$ cat src/design/clock_fanout_regs.svh
/*
  Constants for the clock fanout selector: open-pin default levels,
  reset values and the number of output pairs.
  Assumes inclusion by bare name from design files; definitions only.
*/
`ifndef CLOCK_FANOUT_REGS_SVH
`define CLOCK_FANOUT_REGS_SVH

// ----------------------------------------------------------------
// Open-pin default levels
// ----------------------------------------------------------------
`define SEL_OPEN_LVL 1'h0
`define ENABLE_N_OPEN_LVL 1'h0
`define SINGLE_OPEN_LVL 1'h0
`define DIFF_TRUE_OPEN_LVL 1'h0
`define DIFF_INV_OPEN_LVL 1'h1

// ----------------------------------------------------------------
// Reset values
// ----------------------------------------------------------------
`define GATE_EN_RST 1'h0
`define LEVEL_RST 1'h0
`define PAIR_TRUE_RST 1'h0
`define PAIR_COMP_RST 1'h1

// ----------------------------------------------------------------
// Structure
// ----------------------------------------------------------------
`define FANOUT_PAIRS 5

`endif

$ cat src/design/clock_fanout_pkg.sv
/*
  Types shared by the clock fanout selector and its pair driver.
  Assumes nothing of its surroundings.
*/
package clock_fanout_pkg;

  // One sampled pin and whether anything drives it
  typedef struct packed {
    logic level;
    logic driven;
  } pin_s;

  // Both legs of a differential input pair
  typedef struct packed {
    logic true_lvl;
    logic true_driven;
    logic inv_lvl;
    logic inv_driven;
  } diff_pin_s;

  // One output pair: true line and its complement
  typedef struct packed {
    logic true_lvl;
    logic comp_lvl;
  } pair_s;

  typedef enum logic [0:0] {
    SRC_DIFF   = 1'h0,
    SRC_SINGLE = 1'h1
  } src_e;

endpackage

$ cat src/design/clock_fanout_mux_sync_enable.sv
/*
  Clock fanout selector: picks the differential or the single-ended
  clock, retimes the active-low enable on the selected clock's falling
  edge and drives five true/complement output pairs.
  Assumes all pin levels are sampled synchronously to clk; each pin
  comes with a driven flag so that an open pin takes its default.
*/
`timescale 1ns/10ps
`default_nettype none
`include "clock_fanout_regs.svh"

module clock_fanout_mux_sync_enable #(
  parameter int PAIRS = `FANOUT_PAIRS
) (
  input wire logic clk,
  input wire logic resetn,
  input wire clock_fanout_pkg::diff_pin_s diff_clock_in,
  input wire clock_fanout_pkg::pin_s single_clock_in,
  input wire clock_fanout_pkg::pin_s select_in,
  input wire clock_fanout_pkg::pin_s enable_n_in,
  output var clock_fanout_pkg::pair_s fanout_pair_a,
  output var clock_fanout_pkg::pair_s fanout_pair_b,
  output var clock_fanout_pkg::pair_s fanout_pair_c,
  output var clock_fanout_pkg::pair_s fanout_pair_d,
  output var clock_fanout_pkg::pair_s fanout_pair_e
);

  logic diff_true;
  logic diff_inv;
  logic diff_level;
  logic diff_level_q;
  logic single_level;
  logic sel_level;
  logic enable_n;
  clock_fanout_pkg::src_e src;
  logic level;
  logic level_q;
  logic fall_edge;
  logic gate_en_q;
  logic gate_en_d;
  clock_fanout_pkg::pair_s pairs [PAIRS];

  // ----------------------------------------------------------------
  // Open-pin resolution
  // ----------------------------------------------------------------
  always_comb begin
    single_level = single_clock_in.driven ? single_clock_in.level : `SINGLE_OPEN_LVL;
    diff_true = diff_clock_in.true_driven ? diff_clock_in.true_lvl : `DIFF_TRUE_OPEN_LVL;
    diff_inv = diff_clock_in.inv_driven ? diff_clock_in.inv_lvl : `DIFF_INV_OPEN_LVL;
    sel_level = select_in.driven ? select_in.level : `SEL_OPEN_LVL;
    enable_n = enable_n_in.driven ? enable_n_in.level : `ENABLE_N_OPEN_LVL;
  end

  // ----------------------------------------------------------------
  // Differential decode
  // ----------------------------------------------------------------
  // Equal legs carry no information; the last decoded level is kept
  always_comb begin
    if (diff_true != diff_inv) begin
      diff_level = diff_true;
    end else begin
      diff_level = diff_level_q;
    end
  end

  always_ff @(posedge clk or negedge resetn) begin
    if (!resetn) begin
      diff_level_q <= `LEVEL_RST;
    end else begin
      diff_level_q <= diff_level;
    end
  end

  // ----------------------------------------------------------------
  // Input selection
  // ----------------------------------------------------------------
  always_comb begin
    src = clock_fanout_pkg::src_e'(sel_level);
    case (src)
      clock_fanout_pkg::SRC_DIFF: level = diff_level;
      clock_fanout_pkg::SRC_SINGLE: level = single_level;
      default: level = diff_level;
    endcase
  end

  // ----------------------------------------------------------------
  // Falling-edge detect on the selected clock
  // ----------------------------------------------------------------
  always_ff @(posedge clk or negedge resetn) begin
    if (!resetn) begin
      level_q <= `LEVEL_RST;
    end else begin
      level_q <= level;
    end
  end

  assign fall_edge = level_q & ~level;

  // ----------------------------------------------------------------
  // Enable retiming
  // ----------------------------------------------------------------
  // Captured only when the selected level has just gone low, so the
  // gate never cuts a high phase short
  always_comb begin
    gate_en_d = gate_en_q;
    if (fall_edge) begin
      gate_en_d = ~enable_n;
    end
  end

  always_ff @(posedge clk or negedge resetn) begin
    if (!resetn) begin
      gate_en_q <= `GATE_EN_RST;
    end else begin
      gate_en_q <= gate_en_d;
    end
  end

  // ----------------------------------------------------------------
  // Output pairs
  // ----------------------------------------------------------------
  for (genvar i = 0; i < PAIRS; i++) begin : g_pair
    fanout_pair_driver u_pair (
      .clk(clk),
      .resetn(resetn),
      .level(level),
      .gate_en(gate_en_q),
      .pair_out(pairs[i])
    );
  end

  assign fanout_pair_a = pairs[0];
  assign fanout_pair_b = pairs[1];
  assign fanout_pair_c = pairs[2];
  assign fanout_pair_d = pairs[3];
  assign fanout_pair_e = pairs[4];

endmodule

`default_nettype wire

$ cat src/design/fanout_pair_driver.sv
/*
  One registered output pair: true line carries the gated clock level,
  complement line is always its inverse.
  Assumes the gate only changes while the level is low.
*/
`timescale 1ns/10ps
`default_nettype none
`include "clock_fanout_regs.svh"

module fanout_pair_driver (
  input wire logic clk,
  input wire logic resetn,
  input wire logic level,
  input wire logic gate_en,
  output var clock_fanout_pkg::pair_s pair_out
);

  logic true_d;

  // ----------------------------------------------------------------
  // Gated level and complement
  // ----------------------------------------------------------------
  always_comb begin
    true_d = gate_en & level;
  end

  always_ff @(posedge clk or negedge resetn) begin
    if (!resetn) begin
      pair_out.true_lvl <= `PAIR_TRUE_RST;
      pair_out.comp_lvl <= `PAIR_COMP_RST;
    end else begin
      pair_out.true_lvl <= true_d;
      pair_out.comp_lvl <= ~true_d;
    end
  end

endmodule

`default_nettype wire

$ cat config.mk
export PLATFORM = sky130hd
export DESIGN_NAME = clock_fanout_mux_sync_enable
export DESIGN_NICKNAME = d
export VERILOG_FILES = /design/src/design/clock_fanout_pkg.sv /design/src/design/clock_fanout_mux_sync_enable.sv /design/src/design/fanout_pair_driver.sv
export VERILOG_INCLUDE_DIRS = /design/src /design/src/design
export SDC_FILE = /design/constraint.sdc
export NUM_CORES = 1
export LEC_CHECK = 0
export ABC_AREA = 0
export BUFFER_PORTS_ARGS = -buffer_cell sky130_fd_sc_hd__buf_2
export CORE_AREA = 8 8 45 47
export DETAILED_ROUTE_END_ITERATION = 6
export DIE_AREA = 0 0 53 55
export HOLD_SLACK_MARGIN = 0.03
export PLACE_DENSITY_LB_ADDON = 0.08
export RECOVER_POWER = 25
export SLEW_MARGIN = 20
export SYNTH_ARGS = -nofsm -noshare
export SYNTH_HDL_FRONTEND = slang
export SYNTH_SLANG_ARGS = --single-unit
export TNS_END_PERCENT = 20
$ cat constraint.sdc
create_clock -name clk -period 1.7 [get_ports clk]
set_input_delay 0.255 -clock clk [delete_from_list [all_inputs] [get_ports clk]]
set_output_delay 0.255 -clock clk [all_outputs]
set_load 0.02 [all_outputs]
Word-level counts from Yosys, hierarchy flattened --
Cells that the tools add are included.
Operators by class: bitwise gates (word level) 6, mux-type cells 7, eq/ne operators 1
Operators by type and width (number):
- 1-bit 2-to-1 mux | 6
- 1-bit inverter | 4
- 1-bit bitwise AND | 2
- 1-bit case mux with 2 select lines | 1
- 1-bit inequality test | 1
Word-level totals: register bits 5, output and inout bits 10, input port bits 12

Longest topological paths before layout --
Gate-level depths: netlist (run 1).
word-level depth 6, depth in mapped cells 4, gate-level depth less buffers 4

Cells and area by module --
A second synthesis (run 1) with hierarchy kept.
Unflattened totals: cell total of the unflattened synthesis 37, area total of the unflattened synthesis 489.2 µm²
Modules (own cells, without submodules):
- fanout_pair_driver | cells each 4, area an instance 61.3 µm², instances 5, sequential area each 51.3 µm²
- clock_fanout_mux_sync_enable | cells each 17, area an instance 182.7 µm², instances 1, sequential area each 75.1 µm²

Least setup slack after synthesis (run 1) --
OpenSTA, ideal clock, no wires.
kind flip-flop to flip-flop, from register diff_level_q, to register gate_en_q, cell stages (with the launch flop) 5, data required time 1.575 ns, setup time 0.125 ns, arrival 1.033 ns, path slack 0.543 ns, cell sequence dfrtp_1 -> nand3_1 -> o21ai_2 -> o2bb2ai_1 -> mux2_2
Between the ends: cells in the longest elaborated chain, start to end 4
Ends and longest elaborated chain:
- start, declared | RTL line clock_fanout_mux_sync_enable.sv:31 | logic diff_level_q;
- start signal, assigned | RTL line clock_fanout_mux_sync_enable.sv:68 | diff_level_q <= `LEVEL_RST;
- start signal, assigned | RTL line clock_fanout_mux_sync_enable.sv:70 | diff_level_q <= diff_level;
- 1-bit 2-to-1 mux | RTL line clock_fanout_mux_sync_enable.sv:59 | if (diff_true != diff_inv) begin
- via diff_level | RTL line clock_fanout_mux_sync_enable.sv:30 | logic diff_level;
- 1-bit case mux with 2 select lines | RTL line clock_fanout_mux_sync_enable.sv:79 | case (src)
- 1-bit inverter | RTL line clock_fanout_mux_sync_enable.sv:97 | assign fall_edge = level_q & ~level;
- 1-bit bitwise AND | RTL line clock_fanout_mux_sync_enable.sv:97
- end signal, assigned | RTL line clock_fanout_mux_sync_enable.sv:113 | gate_en_q <= `GATE_EN_RST;
- end signal, assigned | RTL line clock_fanout_mux_sync_enable.sv:115 | gate_en_q <= gate_en_d;
- end, declared | RTL line clock_fanout_mux_sync_enable.sv:39 | logic gate_en_q;
The timed path passes the listed nets, and every way through them passes these cells. A chain may end at the register's enable or synchronous reset.

Worst setup path after layout (run 1) --
Ends and elaborated chain as after synthesis.

==> results of run 1 <==
==> metrics by stage <==
stage / hold slack [ps] / instance area (µm²)
floorplan: -40.6 / 303
global placement: 75.2 / 368
detailed placement: 75.6 / 368
CTS: 277 / 404
global route: 293 / 403
finish: 283 / 403
==> final cells by class <==
type / instances / area share
sequential: 5 / 0.314
multi-input combinational: 14 / 0.289
timing repair buffer: 22 / 0.283
clock buffer: 4 / 0.0652
tap: 16 / 0.0497
==> timing repair <==
| item | in CTS | in global routing |
|---|---|---|
| endpoints found under the hold margin | 5 | 0 |
| hold buffers | 1 | 0 |
| resized for setup | 0 | 0 |
| buffers inserted | 0 | 0 |
==> power by group <==
part           internal (mW)  switching [mW]
sequential             0.137          0.0112
combinational         0.0472          0.0696
clock                 0.0888          0.0496
total                  0.273           0.130
==> cells by family after synthesis <==
family	after synthesis
AOI/OAI and AO/OA	5
buffers and inverters	8
DFF	5
muxes	1
and+or+nand+nor	8
==> final timing paths <==
check                                             from                                     end  slack, ps
worst min-delay path                  diff_clock_in[0]                  diff_level_q$_DFF_PN0_        280
worst min register to register   gate_en_q$_DFFE_PN0P_  g_pair[1].u_pair.pair_out[0]$_DFF_PN1_        410
max in group asynchronous                       resetn  g_pair[1].u_pair.pair_out[0]$_DFF_PN1_       1040
worst max register to register  diff_level_q$_DFF_PN0_                   gate_en_q$_DFFE_PN0P_        460
min in group asynchronous                       resetn                  diff_level_q$_DFF_PN0_        390
worst max-delay path            diff_level_q$_DFF_PN0_                   gate_en_q$_DFFE_PN0P_        460
==> routing by layer <==
| metal | vias up | wire, µm | global-route usage |
|---|---|---|---|
| met5 | - | 0 | 0 |
| met4 | 0 | 19 | 0.0647 |
| met3 | 2 | 90 | 0.0267 |
| met2 | 18 | 264 | 0.0664 |
| met1 | 106 | 268 | 0.0538 |
| li1 | 121 | - | - |
==> worst register-to-register path, cell delays in order, from the launching register on <==
cell and delay (ps):
dfrtp_1 390, a21oi_2 150, o21ai_2 90, o2bb2ai_1 150, mux2_2 340
==> flip-flops by register name (all words and copies together) (netlist names) <==
name	count
g_pair.u_pair.pair_out	2
diff_level_q	1
gate_en_q	1
level_q	1
==> synth_stat cells <==
library cell and number:
a21oi_2 2, a31oi_4 1, and2_1 1, buf_4 8, dfrtp_1 4, dfstp_2 1, mux2_2 1, nand2_1 4
nand2b_4 1, nand3_1 1, o21ai_2 1, o2bb2ai_1 1, or2_4 1
==> qor.csv, run 1 <==
stage,metric,value,unit
synthesis,syn-num-nets,39,
synthesis,seq_area_frac_synth,0.417,
route,remaining_drc_errors,0,
synthesis,yosys_warnings,0,
synthesis,syn_inst,27,
clock_network,h-tree-depth,1,
floorplanning,die_area,2920,µm²
floorplanning,rows,14,
route,postRouteAntennaNets,0,
setup_path,r2r_cells,4,
floorplanning,die_y,55,µm
final_layout,final_cells,61,
clock_network,cts_buffer_depth,2,
synthesis,synth_top_family_by_area,buffers and inverters,
sta,hold_viol_final,0,
clock_network,cts.clk_slew.worst_paths,50,ps
hold_path,hold-path-cell-count,3,
placement,hpwlAfterDp,552,µm
synthesis,synth_xor_area_frac,0,
status,outcome,"complete, no violations",
sta,worst_slack,462,ps
setup_path,cp_max_fo,2,
final_layout,mostFrequentLayoutCells,"20 x buf_2, 4 x nand2_1, 4 x dfrtp_1",
flow_run,cap_violations,0,
global_routing,grt_antenna_before_repair,0,
floorplanning,start_util,0.219,
setup_path,worstSetupEndpointType,flip-flop,
synthesis,yosysTopAreaCellShare,0.331,
route,vias,247,
placement,place_congestion,0.652,
sta,relSlewSlack,0.826,
sta,tns,0,ps
synthesis,synth_area,303,µm²
placement,dp_slack,422,ps
setup_path,cpLargestDelayFamily,flip-flops,
synthesis,muxShareOfSynthArea,0.0372,
route,avgRoutedWirePerCell,10.5,µm
sta,rsz0062_at_grt,no,
power,p_total,0.403,mW
final_layout,drive_gt1_frac,0.689,
floorplanning,core_area,1380,µm²
setup_path,slowest_stage,dfrtp_1,
sta,report.final.slew_viol_count,0,
setup_path,crit_chain,a21oi_2 -> o21ai_2 -> o2bb2ai_1 -> mux2_2,
synthesis,synthTopCellsByArea,"dfrtp_1 33%, buf_4 20%, dfstp_2 8.7%",
sta,setup_viol,0,
final_layout,diodes,0,
placement,place_inst,56,
synthesis,yosys.area.top_type,dfrtp_1,
synthesis,synth_cell_types,13,
sta,skew,2.57,ps
floorplanning,io_pins,22,
sta,min_period_over_period,0.728,
setup_path,required,1820,ps
setup_path,critPathBufInv,0,
final_layout,nFillCells,154,
global_routing,grt-ovfl-total,0,
final_layout,area_delta_synth_final,33.1,%
clock_network,cts_tree,built,
clock_network,clock_sinks,5,
global_routing,grt_pass1_vias,249,
route,drt-total-wl,642,µm
sta,max_freq,808,MHz
hold_path,hold_class,primary input to flip-flop,
clock_network,insertion_delay,240,ps
final_layout,nets,58,
power,power_density,1000,nW/µm²
setup_path,setup.worst_path.start_class,flip-flop,
final_layout,multi_input_area,116,µm²
synthesis,synth-seq-cells,5,
setup_path,cp.depth,4,
synthesis,yosys.area_share.simple,0.161,
power,ir_drop,0.000233,V
global_routing,grt_start_max_net_pins,6,
floorplanning,die_w,53,µm
final_layout,post-route-util,0.291,
setup_path,critPathArrivalTime,1360,ps
placement,io_buffer_count,21,
route,drtPass1Iterations,1,
power,leakage,0.196,nW
sta,period_minus_slack,1240,ps
synthesis,synthAdderAreaFrac,0,
clock_network,numCtsBuffers,3,
global_routing,grt_pass1_wl,1030,µm
global_routing,track_usage,0.0516,
sta,worstMarginPinSlew,261,ps
setup_path,slowest_delay,390,ps
synthesis,postSynthAreaPerCell,11.2,µm²
setup_path,worst-setup-path-type,flip-flop to flip-flop,
route,drt_iter0_drc,0,
synthesis,synth_compound_area_frac,0.186,
final_layout,layout_commonest_cell,buf_2,
route,vias_per_cell,4.05,
final_layout,seq_area,126,µm²
clock_network,root_buffer,clkbuf_4,
(Power assumes the default switching activity.)
==> run 2: changes to the inputs <==
--- a/config.mk
+++ b/config.mk
@@ -6,7 +6,7 @@
 export SDC_FILE = /design/constraint.sdc
 export NUM_CORES = 1
 export LEC_CHECK = 0
-export ABC_AREA = 0
+export ABC_AREA = 1
 export BUFFER_PORTS_ARGS = -buffer_cell sky130_fd_sc_hd__buf_2
 export CORE_AREA = 8 8 45 47
 export DETAILED_ROUTE_END_ITERATION = 6
==> constraint.sdc (replaced) <==
create_clock -name clk -period 1 [get_ports clk]
set_input_delay 0.15 -clock clk [delete_from_list [all_inputs] [get_ports clk]]
set_output_delay 0.15 -clock clk [all_outputs]
set_load 0.02 [all_outputs]
==> qor.csv, run 2 <==
stage,metric,value,unit,change
global_routing,grt_pass1_vias,246,,was 249
sta,min_period_over_period,1.09,,
clock_network,clock_sinks,5,,unchanged
sta,max_freq,920,MHz,
setup_path,rr_startpoint,diff_level_q$_DFF_PN0_,,unchanged
placement,io_buffer_count,21,,unchanged
synthesis,postSynthAreaPerCell,8.64,µm²,was 11.2 µm²
floorplanning,die_area,2920,µm²,unchanged
setup_path,slowest_delay,550,ps,was 390 ps
global_routing,grt_start_max_net_pins,6,,unchanged
route,avgRoutedWirePerCell,9.79,µm,was 10.5 µm
global_routing,grt_antenna_before_repair,0,,unchanged
clock_network,numCtsBuffers,3,,unchanged
clock_network,cts.clk_slew.worst_paths,40,ps,was 50 ps
synthesis,synth_cell_types,10,,was 13
setup_path,setup.worst_path.start_class,flip-flop,,unchanged
final_layout,nets,64,,was 58
final_layout,nFillCells,147,,was 154
final_layout,seq_area,126,µm²,unchanged
synthesis,seq_area_frac_synth,0.443,,was 0.417
setup_path,cpLargestDelayFamily,flip-flops,,unchanged
sta,tns,-429,ps,was 0 ps
status,violations,negative setup slack,,
setup_path,worst-setup-path-type,flip-flop to output pin,,was flip-flop to flip-flop
final_layout,largest_reg_flops,2,,unchanged
sta,period_minus_slack,1090,ps,
power,power_density,1490,nW/µm²,was 1000 nW/µm²
route,dr_wl_met3,114,µm,was 90 µm
placement,dpl_cell_area,350,µm²,was 368 µm²
hold_path,min-delay-start,enable_n_in[1],,was diff_clock_in[0]
global_routing,grt-ovfl-total,0,,unchanged
setup_path,crit_chain,buf_4,,was a21oi_2 -> o21ai_2 -> o2bb2ai_1 -> mux2_2
synthesis,synthTopCellsByArea,"dfrtp_1 35%, buf_4 21%, dfstp_2 9.2%",,"was dfrtp_1 33%, buf_4 20%, dfstp_2 8.7%"
route,top_layer,met4,,unchanged
route,route.met2.wl,268,µm,was 264 µm
route,drtPass1Iterations,4,,was 1
sta,worst_slack,-86.7,ps,was 462 ps
hold_path,hold_class,primary input to flip-flop,,unchanged
synthesis,synthArstFlopShare,1.00,,unchanged
floorplanning,die_w,53,µm,unchanged
sta,setup_viol,5,,was 0
floorplanning,io_pins,22,,unchanged
synthesis,yosys_warnings,0,,unchanged
placement,hpwlAfterDp,580,µm,was 552 µm
route,drt-total-wl,656,µm,was 642 µm
placement,place_congestion,0.679,,was 0.652
floorplanning,core_area,1380,µm²,unchanged
setup_path,cp_max_fo,5,,was 2
final_layout,top_register,g_pair.u_pair.pair_out,,unchanged
clock_network,root_buffer,clkbuf_4,,unchanged
final_layout,drive_gt1_frac,0.588,,was 0.689
sta,skew,2.97,ps,was 2.57 ps
synthesis,syn_inst,33,,was 27
floorplanning,die_y,55,µm,unchanged
sta,relSlewSlack,0.813,,was 0.826
flow_run,cap_violations,0,,unchanged
floorplanning,start_util,0.206,,was 0.219
setup_path,worstSetupEndpointType,output pin,,was flip-flop
route,vias,260,,was 247
sta,report.final.slew_viol_count,0,,unchanged
synthesis,synth-seq-cells,5,,unchanged
final_layout,multi_input_area,83.8,µm²,was 116 µm²
floorplanning,rows,14,,unchanged
synthesis,syn-num-nets,45,,was 39
synthesis,ys.flop_type,dfrtp_1,,unchanged
synthesis,synth_area,285,µm²,was 303 µm²
route,wl_met1,254,µm,was 268 µm
global_routing,grt_pass1_wl,993,µm,was 1030 µm
sta,hold_viol_final,0,,unchanged
setup_path,critPathBufInv,1,,was 0
synthesis,synthTopCellsByCount,"8 x buf_4, 7 x nand2_1, 4 x dfrtp_1, 4 x nand2_2, 3 x inv_1",,"was 8 x buf_4, 4 x dfrtp_1, 4 x nand2_1"
final_layout,layout_commonest_cell,buf_2,,unchanged
sta,rsz0062_at_grt,yes,,was no
synthesis,yosys.cell_count.top_type,buf_4,,unchanged
power,ir_drop,0.000394,V,was 0.000233 V
setup_path,required,850,ps,was 1820 ps
setup_path,critPathLaunch,g_pair[1].u_pair.pair_out[0]$_DFF_PN1_,,was diff_level_q$_DFF_PN0_
power,p_total,0.595,mW,was 0.403 mW
clock_network,insertion_delay,240,ps,about the same
clock_network,cts_tree,built,,unchanged
clock_network,cts_buffer_depth,2,,unchanged
route,vias_per_cell,3.88,,was 4.05
global_routing,track_usage,0.0520,,was 0.0516
final_layout,final_cell_area,398,µm²,was 403 µm²
synthesis,yosys.area.top_type,dfrtp_1,,unchanged
setup_path,critPathArrivalTime,940,ps,was 1360 ps
setup_path,slowest_stage,dfstp_2,,was dfrtp_1
route,remaining_drc_errors,0,,unchanged
final_layout,mostFrequentLayoutCells,"15 x buf_2, 7 x nand2_1, 5 x buf_4",,"was 20 x buf_2, 4 x nand2_1, 4 x dfrtp_1"
clock_network,h-tree-depth,1,,unchanged
status,outcome,finished with violations,,"was complete, no violations"
synthesis,yosysTopAreaCellShare,0.351,,was 0.331
synthesis,synth-edff-count,0,,unchanged
route,drt_iter0_drc,2,,was 0
power,leakage,0.234,nW,was 0.196 nW
final_layout,area_delta_synth_final,39.5,%,was 33.1%
final_layout,diodes,0,,unchanged
route,postRouteAntennaNets,0,,unchanged
sta,worstMarginPinSlew,280,ps,was 261 ps
[run 2: cell types whose count changed in the layout (fill, tap and decap cells not counted), sizes merged]
cell / change
and2: -1
nand2: +7
or2: -1
inv: +4
mux2: -1
nand3: +2
nand2b: -1
a31oi: -1
o2bb2ai: -1
o21ai: -1
nand4: +2
a21oi: -2
[run 2: cell type report]
cell class              instances  area share
flip-flops and latches          5       0.318
repair buffers                 22       0.318
multi-input cells              16       0.211
clock buffers                   4      0.0660
well taps                      16      0.0503
inverters                       4      0.0377
[run 2: stage by stage]
step	hold slack [ps]	worst slack (ps)	util	std cells
after floorplan	-146	94.6	-	33
after CTS	181	-103	0.288	67
final	193	-86.7	0.288	67
after detailed placement	-24.8	138	0.253	62
after global placement	-27.4	147	0.253	62
after global routing	212	-143	0.288	67
[run 2: cells by family after synthesis]
| group | count (synthesis) | share of synthesized area |
|---|---|---|
| buffers and inverters | 12 | 0.263 |
| DFF | 5 | 0.443 |
| and+or+nand+nor | 16 | 0.294 |
[run 2: metal layers]
metal	vias up	GRT usage
met5	-	0
met4	0	0.0647
met3	2	0.0294
met2	22	0.0684
met1	106	0.0520
li1	130	-
[run 2: path summary, 6_finish.rpt]
kind / endpoint / slack (ps) / depth (start not counted)
max in group asynchronous: g_pair[1].u_pair.pair_out[0]$_DFF_PN1_ / 430 / 2
min reg2reg: g_pair[1].u_pair.pair_out[0]$_DFF_PN1_ / 440 / 1
max: fanout_pair_c[0] / -90 / 1
min: gate_en_q$_DFFE_PN0P_ / 190 / 4
min in group asynchronous: diff_level_q$_DFF_PN0_ / 300 / 2
max reg2reg: gate_en_q$_DFFE_PN0P_ / 140 / 6
[run 2: where the power goes]
group	switching (mW)	total [mW]	internal [mW]	leakage, nW
clock	0.0828	0.234	0.151	0.0150
combinational	0.0692	0.122	0.0528	0.156
sequential	0.0142	0.239	0.225	0.0634
total	0.166	0.595	0.429	0.234
[run 2: timing repair]
item                                   4_1_cts  5_1_grt
hold buffers                                 1        0
resized for setup                            5        0
endpoints found under the hold margin        5        0
setup endpoints to repair                    5       10
buffers inserted                             0        0
